[src/logic/sdl_pkg.sv]
// constants and types shared by the serial dac word loader
package sdl_pkg;
  localparam int          SDL_FRAME_BITS  = 16;          // bits per frame
  localparam int          SDL_CODE_BITS   = 12;          // bits kept for the converter
  localparam int          SDL_CNT_W       = 5;           // bit counter width
  localparam logic [4:0]  SDL_LAST_BIT    = 5'h10;       // count at sixteenth edge
  localparam logic [11:0] SDL_CODE_RESET  = 12'h000;     // latch value after clear
  localparam logic [11:0] SDL_MSB_FLIP    = 12'h800;     // msb inversion mask
  localparam int          SDL_FIFO_DEPTH  = 16;          // words buffered
  localparam int          SDL_SYNC_STAGES = 3;           // pin synchroniser depth
  // link state, gray coded along idle -> shift -> wait
  typedef enum logic [1:0] {
    SDL_IDLE  = 2'b00,
    SDL_SHIFT = 2'b01,
    SDL_WAIT  = 2'b11
  } sdl_state_t;
endpackage : sdl_pkg

[src/logic/sdl_fifo.sv]
// small synchronous fifo with valid/ready on both sides
`timescale 1ns/1ps
`default_nettype none
module sdl_fifo #(
  parameter int WIDTH = 12,
  parameter int DEPTH = 16
) (
  input  wire logic             i_clk,     // system clock
  input  wire logic             i_reset,   // synchronous reset
  input  wire logic             i_ce,      // clock enable
  input  wire logic             i_valid,   // write request
  output logic                  o_ready,   // room available
  input  wire logic [WIDTH-1:0] i_data,    // write data
  output logic                  o_valid,   // data available
  input  wire logic             i_ready,   // reader takes word
  output logic      [WIDTH-1:0] o_data     // head word
);
  localparam int AW = $clog2(DEPTH);
  logic [WIDTH-1:0] mem [DEPTH];
  logic [AW:0]      wr_ptr;
  logic [AW:0]      rd_ptr;
  logic             do_wr;
  logic             do_rd;

  // full when pointers differ only in the wrap bit
  assign o_ready = !((wr_ptr[AW] != rd_ptr[AW]) && (wr_ptr[AW-1:0] == rd_ptr[AW-1:0]));
  assign o_valid = (wr_ptr != rd_ptr);
  assign do_wr   = i_ce && i_valid && o_ready;
  assign do_rd   = i_ce && o_valid && i_ready;
  assign o_data  = mem[rd_ptr[AW-1:0]];

  // storage, no reset needed on data
  always_ff @(posedge i_clk) begin
    if (do_wr) begin
      mem[wr_ptr[AW-1:0]] <= i_data;
    end
  end

  // pointers
  always_ff @(posedge i_clk) begin
    if (i_reset) begin
      wr_ptr <= '0;
      rd_ptr <= '0;
    end else begin
      if (do_wr) begin
        wr_ptr <= wr_ptr + 1'b1;
      end
      if (do_rd) begin
        rd_ptr <= rd_ptr + 1'b1;
      end
    end
  end
endmodule // sdl_fifo
`default_nettype wire

[src/logic/sdl_loader.sv]
// serial dac word loader: frame capture, code mapping and dac latch
`timescale 1ns/1ps
`default_nettype none
module sdl_loader
  import sdl_pkg::*;
(
  input  wire logic        i_clk,                 // 20 mhz system clock
  input  wire logic        i_reset,               // synchronous, active high
  input  wire logic        i_ce,                  // clock enable, freezes all state
  input  wire logic        i_shift_clk,           // host shift clock pin
  input  wire logic        i_serial_data_in,      // host serial data pin
  input  wire logic        i_frame_sync_n,        // host frame sync, active low
  input  wire logic        i_latch_load_n,        // latch-load pin, active low
  input  wire logic        i_latch_clear_n,       // clear pin, active low
  input  wire logic        i_code_format_select,  // high: two's complement
  input  wire logic        i_bipolar_range,       // high: bipolar output range
  input  wire logic        i_chain_mode_enable,   // high: counter gate off
  input  wire logic        i_code_ready,          // converter takes code from fifo
  output logic             o_code_valid,          // fifo holds a code
  output logic [11:0]      o_dac_code,            // fifo head code
  output logic [11:0]      o_dac_latch,           // current dac latch contents
  output logic             o_deferred,            // frame waits for latch-load edge
  output logic             o_overflow             // sticky: update lost on full fifo
);
  // three-stage synchronisers for all pins; stage 0 is read only by stage 1
  logic [SDL_SYNC_STAGES-1:0] sck_s, sdi_s, fs_s, ld_s, clr_s;
  always_ff @(posedge i_clk) begin
    if (i_reset) begin
      sck_s <= '0;
      sdi_s <= '0;
      fs_s  <= '1;
      ld_s  <= '1;
      clr_s <= '1;
    end else if (i_ce) begin
      sck_s <= {sck_s[1:0], i_shift_clk};
      sdi_s <= {sdi_s[1:0], i_serial_data_in};
      fs_s  <= {fs_s[1:0], i_frame_sync_n};
      ld_s  <= {ld_s[1:0], i_latch_load_n};
      clr_s <= {clr_s[1:0], i_latch_clear_n};
    end
  end

  // filtered levels change once stages two and three agree
  logic sck_f, fs_f, ld_f, clr_f;
  always_ff @(posedge i_clk) begin
    if (i_reset) begin
      sck_f <= 1'b0;
      fs_f  <= 1'b1;
      ld_f  <= 1'b1;
      clr_f <= 1'b1;
    end else if (i_ce) begin
      if (sck_s[1] == sck_s[2]) sck_f <= sck_s[2];
      if (fs_s[1] == fs_s[2])   fs_f  <= fs_s[2];
      if (ld_s[1] == ld_s[2])   ld_f  <= ld_s[2];
      if (clr_s[1] == clr_s[2]) clr_f <= clr_s[2];
    end
  end

  // edge events on the filtered levels
  logic sck_fall, fs_fall, ld_fall;
  assign sck_fall = sck_f && (sck_s[1] == sck_s[2]) && !sck_s[2];
  assign fs_fall  = fs_f && (fs_s[1] == fs_s[2]) && !fs_s[2];
  assign ld_fall  = ld_f && (ld_s[1] == ld_s[2]) && !ld_s[2];
  // data sits three stages deep, matching the clock's agreeing stage
  logic sdi_bit;
  assign sdi_bit = sdi_s[2];

  // maps the 12 kept bits to a converter code per format
  function automatic logic [11:0] map_code(input logic [11:0] raw, input logic twos,
                                           input logic bip);
    if (twos) begin
      map_code = raw;
    end else if (bip) begin
      map_code = raw ^ SDL_MSB_FLIP;
    end else begin
      map_code = raw;
    end
  endfunction

  sdl_state_t            state, next_state;
  logic [SDL_CNT_W-1:0]  bit_cnt;
  logic [SDL_FRAME_BITS-1:0] shreg;
  logic                  auto_mode;
  logic                  word_done;
  logic                  shift_en;
  logic                  take_bit;

  // gate: chain mode keeps shifting past sixteen
  assign shift_en = i_chain_mode_enable || (bit_cnt < SDL_LAST_BIT);
  assign take_bit = (state == SDL_SHIFT) && !fs_f && sck_fall && shift_en;
  assign word_done = take_bit && (bit_cnt == SDL_LAST_BIT - 5'h01);

  // frame state machine
  always_comb begin
    next_state = state;
    case (state)
      SDL_IDLE:  if (fs_fall) next_state = SDL_SHIFT;
      SDL_SHIFT: if (fs_f) next_state = SDL_WAIT;
      SDL_WAIT:  next_state = SDL_IDLE;
      default:   next_state = SDL_IDLE;
    endcase
  end
  always_ff @(posedge i_clk) begin
    if (i_reset) state <= SDL_IDLE;
    else if (i_ce) state <= next_state;
  end

  // bit counter cleared while frame sync is high
  always_ff @(posedge i_clk) begin
    if (i_reset) begin
      bit_cnt <= '0;
    end else if (i_ce) begin
      if (fs_f) begin
        bit_cnt <= '0;
      end else if (take_bit && bit_cnt != SDL_LAST_BIT) begin
        bit_cnt <= bit_cnt + 5'h01;
      end
    end
  end

  // shift register, msb first so lsb lands last in bit 0
  always_ff @(posedge i_clk) begin
    if (i_reset) begin
      shreg <= '0;
    end else if (i_ce && take_bit) begin
      shreg <= {shreg[SDL_FRAME_BITS-2:0], sdi_bit};
    end
  end

  // update mode caught when the frame opens
  always_ff @(posedge i_clk) begin
    if (i_reset) begin
      auto_mode <= 1'b1;
    end else if (i_ce && fs_fall) begin
      auto_mode <= !ld_f;
    end
  end

  // word that waits for a latch-load edge; only full words qualify
  logic [11:0] next_word;
  assign next_word = {shreg[SDL_CODE_BITS-2:0], sdi_bit};
  logic [11:0] held_word;
  always_ff @(posedge i_clk) begin
    if (i_reset) begin
      o_deferred <= 1'b0;
      held_word  <= SDL_CODE_RESET;
    end else if (i_ce) begin
      if (word_done && !auto_mode) begin
        o_deferred <= 1'b1;
        held_word  <= next_word;
      end else if (ld_fall || !clr_f || fs_fall) begin
        o_deferred <= 1'b0;
      end
    end
  end

  // one update request per latch event
  logic        upd;
  logic [11:0] upd_code;
  assign upd = (word_done && auto_mode) || (ld_fall && o_deferred);
  assign upd_code = map_code((word_done && auto_mode) ? next_word : held_word,
                             i_code_format_select, i_bipolar_range);

  // dac latch; clear bypasses the shifter and wins over an update
  always_ff @(posedge i_clk) begin
    if (i_reset) begin
      o_dac_latch <= SDL_CODE_RESET;
    end else if (i_ce) begin
      if (!clr_f) begin
        o_dac_latch <= SDL_CODE_RESET;
      end else if (upd) begin
        o_dac_latch <= upd_code;
      end
    end
  end

  // updates also feed the converter through a buffer; a full buffer drops
  logic fifo_ready;
  always_ff @(posedge i_clk) begin
    if (i_reset) o_overflow <= 1'b0;
    else if (i_ce && upd && clr_f && !fifo_ready) o_overflow <= 1'b1;
  end

  sdl_fifo #(
    .WIDTH (SDL_CODE_BITS),
    .DEPTH (SDL_FIFO_DEPTH)
  ) u_fifo (
    .i_clk   (i_clk),
    .i_reset (i_reset),
    .i_ce    (i_ce),
    .i_valid (upd && clr_f),
    .o_ready (fifo_ready),
    .i_data  (upd_code),
    .o_valid (o_code_valid),
    .i_ready (i_code_ready),
    .o_data  (o_dac_code)
  );
endmodule // sdl_loader
`default_nettype wire

[config.mk]
export PLATFORM = sky130hd
export DESIGN_NAME = sdl_loader
export DESIGN_NICKNAME = d
export VERILOG_FILES = /design/src/logic/sdl_pkg.sv /design/src/logic/sdl_fifo.sv /design/src/logic/sdl_loader.sv
export SDC_FILE = /design/constraint.sdc
export NUM_CORES = 1
export LEC_CHECK = 0
export BUFFER_PORTS_ARGS = -buffer_cell sky130_fd_sc_hd__buf_2
export CAP_MARGIN = 15
export CORE_AREA = 2 2 211 213
export DETAILED_ROUTE_END_ITERATION = 8
export DIE_AREA = 0 0 213 215
export GPL_TIMING_DRIVEN = 0
export PLACE_DENSITY_LB_ADDON = 0.3
export SLEW_MARGIN = 20
export SYNTH_ARGS = -nofsm -noshare
export SYNTH_HDL_FRONTEND = slang
export SYNTH_HIERARCHICAL = 1
export SYNTH_SLANG_ARGS = --single-unit
[constraint.sdc]
create_clock -name i_clk -period 3.2 [get_ports i_clk]
set_clock_uncertainty 0.2 [all_clocks]
set_input_delay 0.16 -clock i_clk [delete_from_list [all_inputs] [get_ports i_clk]]
set_output_delay 0.16 -clock i_clk [all_outputs]
set_load 0.01 [all_outputs]
==> results by group, run 1 <==
Status
  • Outcome: complete, no violations

Synthesis
  • Mean Syn Cell Area: 16.8 um^2
  • Top FF cell, synth: edfxtp_1
  • Synth async-reset ratio: 0%
  • Register area share after synthesis: 68.1%
  • Synth Instances: around 640
  • Netlist cell types: 52
  • Synth area leader: edfxtp_1
  • Post-synth EDFFs: 192
  • Synth Cell Area: 10800 um^2
  • Dominant cells by area after synthesis: edfxtp_1 (54%), dfxtp_1 (15%), mux4_2 (12%), mux2i_1 (3.6%), nor2_1 (1.8%)
  • Top cell type's share of synthesized area: 53.6%
  • Syn. warnings: 6
  • #FFs+latches synth: 270
  • Syn Nets: approximately 660

Layout
  • Share of cells above drive strength 1: between 20 and 30%
  • Number of diodes: 0
  • Area delta synth->final: 21.9%
  • Commonest cells after routing, fill and taps aside: edfxtp_1 (192), dfxtp_1 (77), mux4_2 (59)
  • Post-layout nets: 758
  • Non-filler cells, final: ~1400
  • Post-route cell area: 13100 um^2
  • Fillers: 4291
  • Commonest non-fill, non-tap cell in the layout: edfxtp_1

Timing
  • RSZ-0062 raised after global routing: false
  • Slew Viols, Final: 0
  • Tmin final: ~3.1 ns
  • Hold Fails Final Rpt: 0
  • Worst slew pin tran: roughly 0.96 ns
  • Fmax: roughly 320 MHz
  • Worst rel slew slack: 36.0%
  • Setup_tns: 0 ns
  • # setup viols final: 0
  • Hold WS: 0.140 ns
  • Final period util: 97.6%

Floorplan
  • Core area: 43600 um^2
  • Die ar.: 45800 um^2
  • Die Wd: ~210 um
  • Rows: 77
  • Starting Density: 24.7%
  • # IOs: 39
  • Die Ht: 215 um

Critical path
  • Crit-path slowest cell: mux4_2
  • Worst r2r src: bit_cnt[1]$_SDFFE_PP0P_
  • CP required: 2.84 ns
  • Worst R2R End: u_fifo/mem[6][6]$_DFFE_PP_
  • CP max stage delay: 0.53 ns
  • Worst Reg2Reg Path Length in Cells: 11
  • CP Data Arrival Time: roughly 2.8 ns
  • R2R Setup Slk: 0.17 ns
  • Critical path class: reg2out
  • Critical path, cell by cell: clkbuf_2, buf_2, mux4_2, mux4_2, buf_2
  • Crit path max fanout: 10
  • Setup crit end kind: primary output
  • CP Launch Type: flip-flop

Clock network
  • Clock buffer depth: 3
  • H-tree levels: 1
  • CTS clk-pin slew, worst paths: approximately 0.060 ns
  • CTS tree: built
  • Worst skew pair latency: 0.54 ns
  • Total CTS buffers: 30
  • CTS Root Cell: clkbuf_16
  • Clk sinks: 270

Power and ir drop
  • P_leak: around 3.9 nW
  • Internal Power: 0.00575 W
  • Pwr dens: between 500 and 600 nW/um^2
  • Clk network pwr share: between 40% and 50%
  • Switching Fraction: 20.8%
  • Total power after layout: 0.00725 W
  • Peak supply drop: 478 uV
  • Gate power share: 2.7%
  • Flop pwr share: between 50% and 60%
  • Net load switching power: 0.00151 W

Min path
  • Hold_sp: i_code_format_select
  • Worst hold path depth: 3
  • Hold/Removal Path Class: in2reg
  • Hold Path Sink: u_fifo/mem[7][11]$_DFFE_PP_

Detailed routing
  • Initial DRC Count: 383
  • Vias: 5826
  • Drt via density: 4.30
  • DR WL/cell: 18.6 um
  • Detail Route Antenna Nets: 0
  • # DRC: 0
  • Routed WL: around 25000 um
  • Drt pass-1 iters: 4

GRT
  • Global-route wire length before repair: 38200 um
  • Initial antenna violation count: 3
  • GRT Resource Usage Total: 11.1%
  • Vias in the first global route: 5977
  • Pin count of the biggest net entering global routing: 18
  • Grt ovf: 0

Place
  • I/O Buffers: 38
  • Final GP Congestion: 0.723
  • Dpl hpwl: 15600 um
  • Placed Area: 11700 um^2
  • Post-Place Cells: between 1000 and 1500

Job
  • Max cap viols: 0
-- layout make-up --
| type | instances | area (um^2) | area share, % |
|---|---|---|---|
| Sequential cell | 270 | 7330 | 55.9 |
| Multi-Input combinational cell | 327 | 3320 | 25.3 |
| Clock buffer | 38 | 851 | 6.49 |
| Tap cell | 592 | 741 | 5.65 |
| Timing Repair Buffer | 61 | 503 | 3.83 |
| Buffer | 32 | 193 | 1.47 |
| Clock inverter | 18 | 116 | 0.887 |
| Inverter | 16 | 60.1 | 0.458 |
-- timing repair --
action / in CTS / in global routing
gates resized for setup: 31 / 9
cloned: 1 / 3
endpoints found under the setup margin: 205 / 181
buffers inserted: 10 / 3
hold endpoints to repair: 19 / 0
hold buffers: 9 / 0
pin swaps: 5 / 0
-- metrics by stage --
stage	util [%]	worst slack [ns]
final	30.1	0.0770
after global routing	30.1	0.00218
after CTS	29.8	0.0258
after detailed placement	26.8	-0.938
after global placement	26.8	-1.47
after floorplan	-	0.0246
-- critical path, delay by kind of cell (launching register included) --
kind	cells	cell delay (ns)
buffers and inverters	3	0.95
multiplexers	2	0.89
flip-flops	1	0.38
-- flip-flops by register name, summed over array words and instances, names as in the netlist, 2 cells and up, named ones only --
register,count
bit_cnt,5
clr_s,3
fs_s,3
held_word,12
ld_s,3
o_dac_latch,12
sck_s,3
sdi_s,3
shreg,11
state,2
u_fifo/mem,192
u_fifo/rd_ptr,5
u_fifo/wr_ptr,5
-- metal layers --
| metal | vias to the layer above | routed length [um] | GRT usage (%) |
|---|---|---|---|
| met5 | - | 0 | 0 |
| met4 | 0 | 561 | 2.63 |
| met3 | 29 | 1170 | 2.02 |
| met2 | 122 | 11900 | 18.0 |
| met1 | 2975 | 11500 | 15.3 |
| li1 | 2700 | - | - |
-- how the worst max path moves through the flow --
stage                       startpoint                            end  slack, ns  cells after the start
6_report                     flip-flop                  o_dac_code[1]       0.08                      5
5_1_grt        bit_cnt[1]$_SDFFE_PP0P_    u_fifo/mem[6][10]$_DFFE_PP_      0.002                     11
4_1_cts        bit_cnt[0]$_SDFFE_PP0P_    u_fifo/mem[14][3]$_DFFE_PP_       0.03                     10
3_5_place_dp   bit_cnt[0]$_SDFFE_PP0P_    u_fifo/mem[12][5]$_DFFE_PP_      -0.94                     11
3_3_place_gp   bit_cnt[0]$_SDFFE_PP0P_  u_fifo/wr_ptr[4]$_SDFFE_PP0P_      -1.47                     10
2_1_floorplan        fs_f$_SDFFE_PP1P_  u_fifo/wr_ptr[4]$_SDFFE_PP0P_       0.02                      7
-- cells by family (layout without fill, tap and decap cells) --
logic type,Yosys count,after routing,synth area share (%)
AND/OR/NAND/NOR,133,135,6.40
adder cells (fa/ha/maj),8,8,0.930
buffers and inverters,48,165,2.16
XOR/XNOR,8,8,0.651
multiplexers,117,117,18.1
AO/OA/AOI/OAI,58,59,3.65
flip-flops,270,270,68.1
-- power groups by stage --
stage | registers [W] | logic (W) | clock network (W)
after floorplan | 0.00380 | 0.000130 | 0
after global placement | 0.00380 | 0.000186 | 0
after detailed placement | 0.00380 | 0.000189 | 0
after CTS | 0.00373 | 0.000197 | 0.00341
after global routing | 0.00373 | 0.000217 | 0.00354
final | 0.00373 | 0.000193 | 0.00333
-- synth_stat cells, types with 9 or more instances --
master,number
a21oi_1,14
a22oi_1,11
and3_1,17
buf_2,9
clkbuf_1,18
dfxtp_1,78
edfxtp_1,192
inv_1,16
mux2_2,17
mux2i_1,39
mux4_2,59
nand2_1,19
nand3_1,9
nor2_1,53
o21ai_0,15
No activity file was read; power rests on OpenSTA's default activity.
==> inputs of run 2 (changes only) <==
--- a/config.mk
+++ b/config.mk
@@ -5,11 +5,12 @@
 export SDC_FILE = /design/constraint.sdc
 export NUM_CORES = 1
 export LEC_CHECK = 0
+export ABC_AREA = 1
 export BUFFER_PORTS_ARGS = -buffer_cell sky130_fd_sc_hd__buf_2
 export CAP_MARGIN = 15
-export CORE_AREA = 2 2 211 213
+export CORE_AREA = 2 2 217 219
 export DETAILED_ROUTE_END_ITERATION = 8
-export DIE_AREA = 0 0 213 215
+export DIE_AREA = 0 0 219 221
 export GPL_TIMING_DRIVEN = 0
 export PLACE_DENSITY_LB_ADDON = 0.3
 export SLEW_MARGIN = 20
==> results by group, run 2 <==
Floorplan
  • # IOs: 39 (unchanged)
  • Rows: 79 (+2.6%)
  • Die Ht: 221 um (+2.8%)
  • Starting Density: 24.6% (about the same)
  • Core area: 46100 um^2 (+5.5%)
  • Die Wd: 219 um (+2.8%)
  • Die ar.: 48400 um^2 (+5.7%)

Detailed routing
  • # DRC: 0 (unchanged)
  • Routed WL: 32800 um (+30%)
  • Drt via density: 4.52 (+5.0%)
  • DR WL/cell: 18.1 um (-3.0%)
  • Initial DRC Count: 643 (+68%)
  • Drt pass-1 iters: 5 (+1)
  • Vias: 8203 (+41%)
  • Detail Route Antenna Nets: 0 (unchanged)

Synthesis
  • Synth Instances: 1085 (+69%)
  • Syn Nets: 1105 (+67%)
  • Synth cell count leaders: edfxtp_1 (192), nand2_1 (159), inv_1 (145), nand3_1 (97), a21oi_1 (88)
  • Synth Cell Area: 11300 um^2 (+5.5%)
  • Synth async-reset ratio: 0% (unchanged)
  • Top cell type's share of synthesized area: 50.8% (-2.8 points)
  • Top-count cell post-synth: edfxtp_1
  • Netlist cell types: 37 (-29%)
  • Syn. warnings: 6 (unchanged)
  • Dominant cells by area after synthesis: edfxtp_1 (51%), dfxtp_1 (14%), nand2_1 (5.3%), inv_1 (4.8%), nand3_1 (4.3%)
  • Synth area leader: edfxtp_1
  • #FFs+latches synth: 270 (unchanged)
  • Top FF cell, synth: edfxtp_1
  • Mean Syn Cell Area: 10.5 um^2 (-38%)
  • Post-synth EDFFs: 192 (unchanged)
  • Register area share after synthesis: 64.6% (-3.5 points)

Critical path
  • Critical path class: reg2reg
  • CP Launch Type: flip-flop
  • CP Data Arrival Time: 3.04 ns (+0.28 ns)
  • CP required: 3.28 ns (+0.44 ns)
  • Setup crit end kind: flip-flop
  • Crit path max fanout: 10 (unchanged)

GRT
  • Vias in the first global route: 7751 (+30%)
  • Grt ovf: 0 (unchanged)
  • Global-route wire length before repair: 48800 um (+28%)
  • Pin count of the biggest net entering global routing: 18 (unchanged)
  • GRT Resource Usage Total: 13.4% (+2.4 points)
  • Initial antenna violation count: 0 (-3)

Status
  • Outcome: complete, no violations

Timing
  • RSZ-0062 raised after global routing: false
  • Slew Viols, Final: 0 (unchanged)
  • Fmax: 338 MHz (+5.5%)
  • Hold Fails Final Rpt: 0 (unchanged)
  • Final period util: 92.5% (-5.1 points)
  • Worst rel slew slack: 31.6% (-4.3 points)
  • Tmin final: 2.96 ns (-0.163 ns)
  • Setup_tns: 0 ns (unchanged)
  • Worst slew pin tran: 1.03 ns (+0.0681 ns)
  • Hold WS: 0.0799 ns (-0.0601 ns)
  • # setup viols final: 0 (unchanged)

Power and ir drop
  • Pwr dens: 502 nW/um^2 (-9.1%)
  • P_leak: 5.03 nW (+30%)
  • Peak supply drop: 435 uV (-8.9%)

Clock network
  • CTS clk-pin slew, worst paths: 0.06 ns (about the same)
  • Total CTS buffers: 29 (-3.3%)
  • Worst skew pair latency: 0.57 ns (+0.03 ns)
  • H-tree levels: 1 (unchanged)
  • Clock buffer depth: 3 (unchanged)
  • Clk sinks: 270 (unchanged)
  • CTS tree: built
  • CTS Root Cell: clkbuf_16

Layout
  • Commonest non-fill, non-tap cell in the layout: edfxtp_1
  • Commonest cells after routing, fill and taps aside: edfxtp_1 (192), nand2_1 (159), inv_1 (144)
  • Post-layout nets: 1209 (+59%)
  • Number of diodes: 0 (unchanged)
  • Max FFs per register: 192 (unchanged)
  • Share of cells above drive strength 1: 16.5% (-12 points)
  • Area delta synth->final: 22.1%

Place
  • I/O Buffers: 37 (-2.6%)
  • Dpl hpwl: 22800 um (+46%)
  • Final GP Congestion: 0.842 (+16%)

Min path
  • Hold/Removal Path Class: in2reg

Job
  • Max cap viols: 0 (unchanged)
-- run 2: cell count changes in the layout (fill, tap and decap cells not counted), sizes merged, moves of 29 or more --
cell	delta
o21ai	+83
buf	+29
inv	+139
mux4	-60
mux2i	-39
nand2	+150
o211ai	+51
a21oi	+83
nand3	+91
-- run 2: stage by stage --
stage | cell area [um^2] | total power [W] | worst slack, ns | utilization, % | cells
6_report | 13900 | 0.00696 | 0.240 | 30.1 | 1816
5_1_grt | 13900 | 0.00717 | 0.00280 | 30.1 | 1816
4_1_cts | 13600 | 0.00701 | -0.141 | 29.4 | 1801
3_5_place_dp | 12500 | 0.00388 | -0.368 | 27.1 | 1737
3_3_place_gp | 12300 | 0.00388 | -1.08 | 26.7 | 1729
2_1_floorplan | 11300 | 0.00385 | 0.312 | - | 1085
-- run 2: logic make-up (layout without fill, tap and decap cells) --
family | after synthesis | in the layout | synth area share (%)
AND/OR/NAND/NOR | 336 | 336 | 13.7
flip-flops | 270 | 270 | 64.6
AO/OA/AOI/OAI | 253 | 253 | 12.8
buffers and inverters | 214 | 338 | 7.76
adder cells (fa/ha/maj) | 8 | 8 | 0.882
XOR/XNOR | 4 | 4 | 0.309
-- run 2: per-layer routing --
metal	vias to the layer above	track usage (%)	wire, um
li1	3928	-	-
met1	3970	19.8	15500
met2	254	19.9	14300
met3	51	2.14	2000
met4	0	4.42	1050
met5	-	0	0
-- run 2: worst paths after layout --
| path | start | endpoint | slack [ns] | depth (start not counted) |
|---|---|---|---|---|
| max | bit_cnt[1]$_SDFFE_PP0P_ | u_fifo/mem[9][2]$_DFFE_PP_ | 0.24 | 19 |
| min | i_chain_mode_enable | held_word[3]$_SDFFE_PP0P_ | 0.08 | 7 |
| max reg2reg | bit_cnt[1]$_SDFFE_PP0P_ | u_fifo/mem[9][2]$_DFFE_PP_ | 0.24 | 19 |
| min reg2reg | o_dac_latch[8]$_SDFFE_PP0P_ | o_dac_latch[8]$_SDFFE_PP0P_ | 0.26 | 2 |
-- run 2: power by group --
group	switching [W]	internal, W	leakage, nW
Clock	0.00138	0.00176	0.427
Combinational	0.0000635	0.0000315	2.62
Sequential	0.00000852	0.00371	1.98
Total	0.00146	0.00550	5.03
-- run 2: layout make-up --
| cell class | instances | area (um^2) |
|---|---|---|
| buffer | 60 | 300 |
| clock inverter | 13 | 81.3 |
| inverter | 154 | 581 |
| clock buffer | 38 | 801 |
| fill | 4798 | 32200 |
| multi-input combinational | 601 | 3310 |
| tap | 607 | 759 |
| sequential | 270 | 7330 |
| timing repair buffer | 73 | 696 |
-- run 2: critical path: stages (launching register included) --
cell and delay, ns:
dfxtp_1 0.35, ha_1 0.17, nand2_1 0.07, nor2_1 0.11
ha_1 0.16, inv_1 0.07, nor2_1 0.09, nand2_1 0.09
inv_2 0.09, nand2_4 0.11, nand2_4 0.09, nand2_4 0.08
inv_1 0.08, nand2_1 0.06, inv_2 0.12, nand2_4 0.11
inv_4 0.10, nand2_2 0.14, nor2_4 0.19, buf_6 0.20
-- run 2: repair_timing --
item                                   in CTS  in global routing
hold buffers                               13                  0
setup endpoints to repair                 168                178
endpoints found under the hold margin      31                  0
buffers inserted                            0                 15
gates resized for setup                    15                  4
pin swaps                                   0                 13
==> inputs of run 3 (changes only) <==
--- a/config.mk
+++ b/config.mk
@@ -8,7 +8,10 @@
 export ABC_AREA = 1
 export BUFFER_PORTS_ARGS = -buffer_cell sky130_fd_sc_hd__buf_2
 export CAP_MARGIN = 15
+export CELL_PAD_IN_SITES_DETAIL_PLACEMENT = 1
+export CELL_PAD_IN_SITES_GLOBAL_PLACEMENT = 1
 export CORE_AREA = 2 2 217 219
+export CTS_BUF_LIST = sky130_fd_sc_hd__clkbuf_2
 export DETAILED_ROUTE_END_ITERATION = 8
 export DIE_AREA = 0 0 219 221
 export GPL_TIMING_DRIVEN = 0
==> results by group, run 3 (synthesis results as in run 2) <==
Layout
  • Area delta synth->final: 23.4%
  • Commonest cells after routing, fill and taps aside: edfxtp_1 (192), nand2_1 (159), inv_1 (144)
  • Post-layout nets: 1267 (+4.8%)
  • Commonest non-fill, non-tap cell in the layout: edfxtp_1
  • Post-route cell area: 14000 um^2 (+1.1%)
  • Max FFs per register: 192 (unchanged)
  • Share of cells above drive strength 1: 22.4% (+5.8 points)

Clock network
  • CTS clk-pin slew, worst paths: 0.09 ns (+0.03 ns)
  • Clock buffer depth: 3 (unchanged)
  • H-tree levels: 3 (+2)
  • CTS tree: built
  • Worst skew pair latency: 0.88 ns (+0.31 ns)
  • CTS Root Cell: clkbuf_2
  • Clk sinks: 270 (unchanged)
  • Total CTS buffers: 74 (+160%)

Power and ir drop
  • Total power after layout: 0.00653 W (-6.1%)
  • P_leak: 5.27 nW (+4.8%)
  • Peak supply drop: 228 uV (-48%)
  • Pwr dens: 467 nW/um^2 (-7.1%)

Place
  • Dpl hpwl: 24000 um (+5.3%)
  • Placed Area: 12500 um^2 (+0.36%)
  • Final GP Congestion: 0.890 (+5.7%)
  • I/O Buffers: 37 (unchanged)

Min path
  • Worst hold path depth: 5 (-2)
  • Hold_sp: i_reset
  • Hold/Removal Path Class: in2reg

Critical path
  • Critical Path End: o_dac_code[7]
  • Worst path buffer plus inverter count: 4 (-2)
  • Critical path class: reg2out
  • Crit path max-delay family: buffers and inverters
  • CP Data Arrival Time: 2.68 ns (-0.36 ns)
  • CP max stage delay: 0.35 ns (about the same)
  • Critical path, cell by cell: buf_4, buf_6, buf_6, o211ai_1, nand3_1, nand3_1, nand2_1, buf_2
  • Worst r2r src: bit_cnt[0]$_SDFFE_PP0P_
  • Crit. path cell count: 8 (-11)
  • Worst Reg2Reg Path Length in Cells: 19 (unchanged)
  • Setup crit end kind: primary output
  • Crit-path slowest cell: dfxtp_2
  • Crit path max fanout: 10 (unchanged)
  • CP required: 2.84 ns (-0.44 ns)
  • CP Launch Type: flip-flop
  • Worst R2R End: u_fifo/mem[3][2]$_DFFE_PP_
  • R2R Setup Slk: 0.23 ns (about the same)

Timing
  • Hold Fails Final Rpt: 0 (unchanged)
  • Tmin final: 3.04 ns (+0.0812 ns)
  • Worst slew pin tran: 0.833 ns (-0.193 ns)
  • Worst rel slew slack: 44.3% (+13 points)
  • # setup viols final: 0 (unchanged)
  • Final period util: 95.0% (+2.5 points)
  • Fmax: 329 MHz (-2.7%)
  • Slew Viols, Final: 0 (unchanged)
  • RSZ-0062 raised after global routing: true

GRT
  • Grt ovf: 0 (unchanged)
  • GRT Resource Usage Total: 15.0% (+1.6 points)
  • Initial antenna violation count: 1 (+1)
  • Pin count of the biggest net entering global routing: 18 (unchanged)
  • Vias in the first global route: 8937 (+15%)
  • Global-route wire length before repair: 54600 um (+12%)

Detailed routing
  • Initial DRC Count: 406 (-37%)
  • Detail Route Antenna Nets: 0 (unchanged)
  • Vias: 8630 (+5.2%)
  • Drt pass-1 iters: 5 (unchanged)
  • Routed WL: 36100 um (+10%)
  • # DRC: 0 (unchanged)
  • Drt via density: 4.53 (+0.29%)
  • DR WL/cell: 18.9 um (+4.9%)

Status
  • Outcome: complete, no violations

Job
  • Max cap viols: 0 (unchanged)

Floorplan
  • Die Ht: 221 um (unchanged)
  • Die Wd: 219 um (unchanged)
  • Rows: 79 (unchanged)
  • Core area: 46100 um^2 (unchanged)
  • # IOs: 39 (unchanged)
  • Die ar.: 48400 um^2 (unchanged)
  • Starting Density: 24.6% (unchanged)
run 3: worst min-delay path by stage:
stage	to	slack, ns
final	u_fifo/wr_ptr[0]$_SDFFE_PP0P_	0.11
after global routing	fs_s[2]$_SDFFE_PP1P_	0.07
after CTS	flip-flop	0.01
after detailed placement	ld_s[0]$_SDFFE_PP1P_	0.18
after global placement	fs_s[0]$_SDFFE_PP1P_	0.17
after floorplan	auto_mode$_SDFFE_PP1P_	0.06
run 3: worst register-to-register path: cells and delay by family, from the launching register on:
family / cells / cell delay, ns
buffers and inverters: 6 / 0.68
AND/OR/NAND/NOR: 11 / 1.13
flip-flops: 1 / 0.35
adder cells (fa/ha/maj): 2 / 0.34
run 3: final cells by class:
type                    instances  area [um^2]
well taps                     607          759
inverters                     154          581
clock inverters                17          179
diodes                          1         2.50
flip-flops and latches        270         7330
repair buffers                 87          883
plain buffers                  59          334
clock buffers                 109          546
multi-input cells             601         3390
fillers                      5312        32100
run 3: metrics by stage:
step                      worst slack [ns]  hold WS (ns)  cells  util, %  TNS [ns]
after global placement               -1.75         0.173   1729     26.7   -199.87
after floorplan                      0.312        0.0597   1085        -         0
after global routing               -0.0203        0.0682   1905     30.4   -0.0366
after CTS                           -0.252        0.0112   1895     29.8     -9.37
after detailed placement            -0.277         0.182   1735     27.2    -33.60
final                                0.159         0.110   1905     30.4         0
run 3: repair_timing:
item                                    4_1_cts  5_1_grt
gates cloned                                  0        0
hold buffers                                 29        0
endpoints found under the setup margin      193      201
pin swaps                                     9       13
hold endpoints to repair                    106        0
gates resized for setup                      18       36
setup buffers                                 6        9
run 3: routing by layer:
layer / vias up / global-route usage, % / part of all wire (%)
met5: - / 0 / 0
met4: 0 / 5.54 / 2.7
met3: 70 / 2.93 / 5.2
met2: 235 / 24.1 / 46
met1: 4248 / 20.1 / 46
li1: 4077 / - / -
run 3: where the power goes:
part	leakage (nW)	switching [W]	internal, W
combinational	2.76	0.0000689	0.0000459
clock	0.535	0.00148	0.00122
sequential	1.98	0.00000866	0.00371
total	5.27	0.00156	0.00498
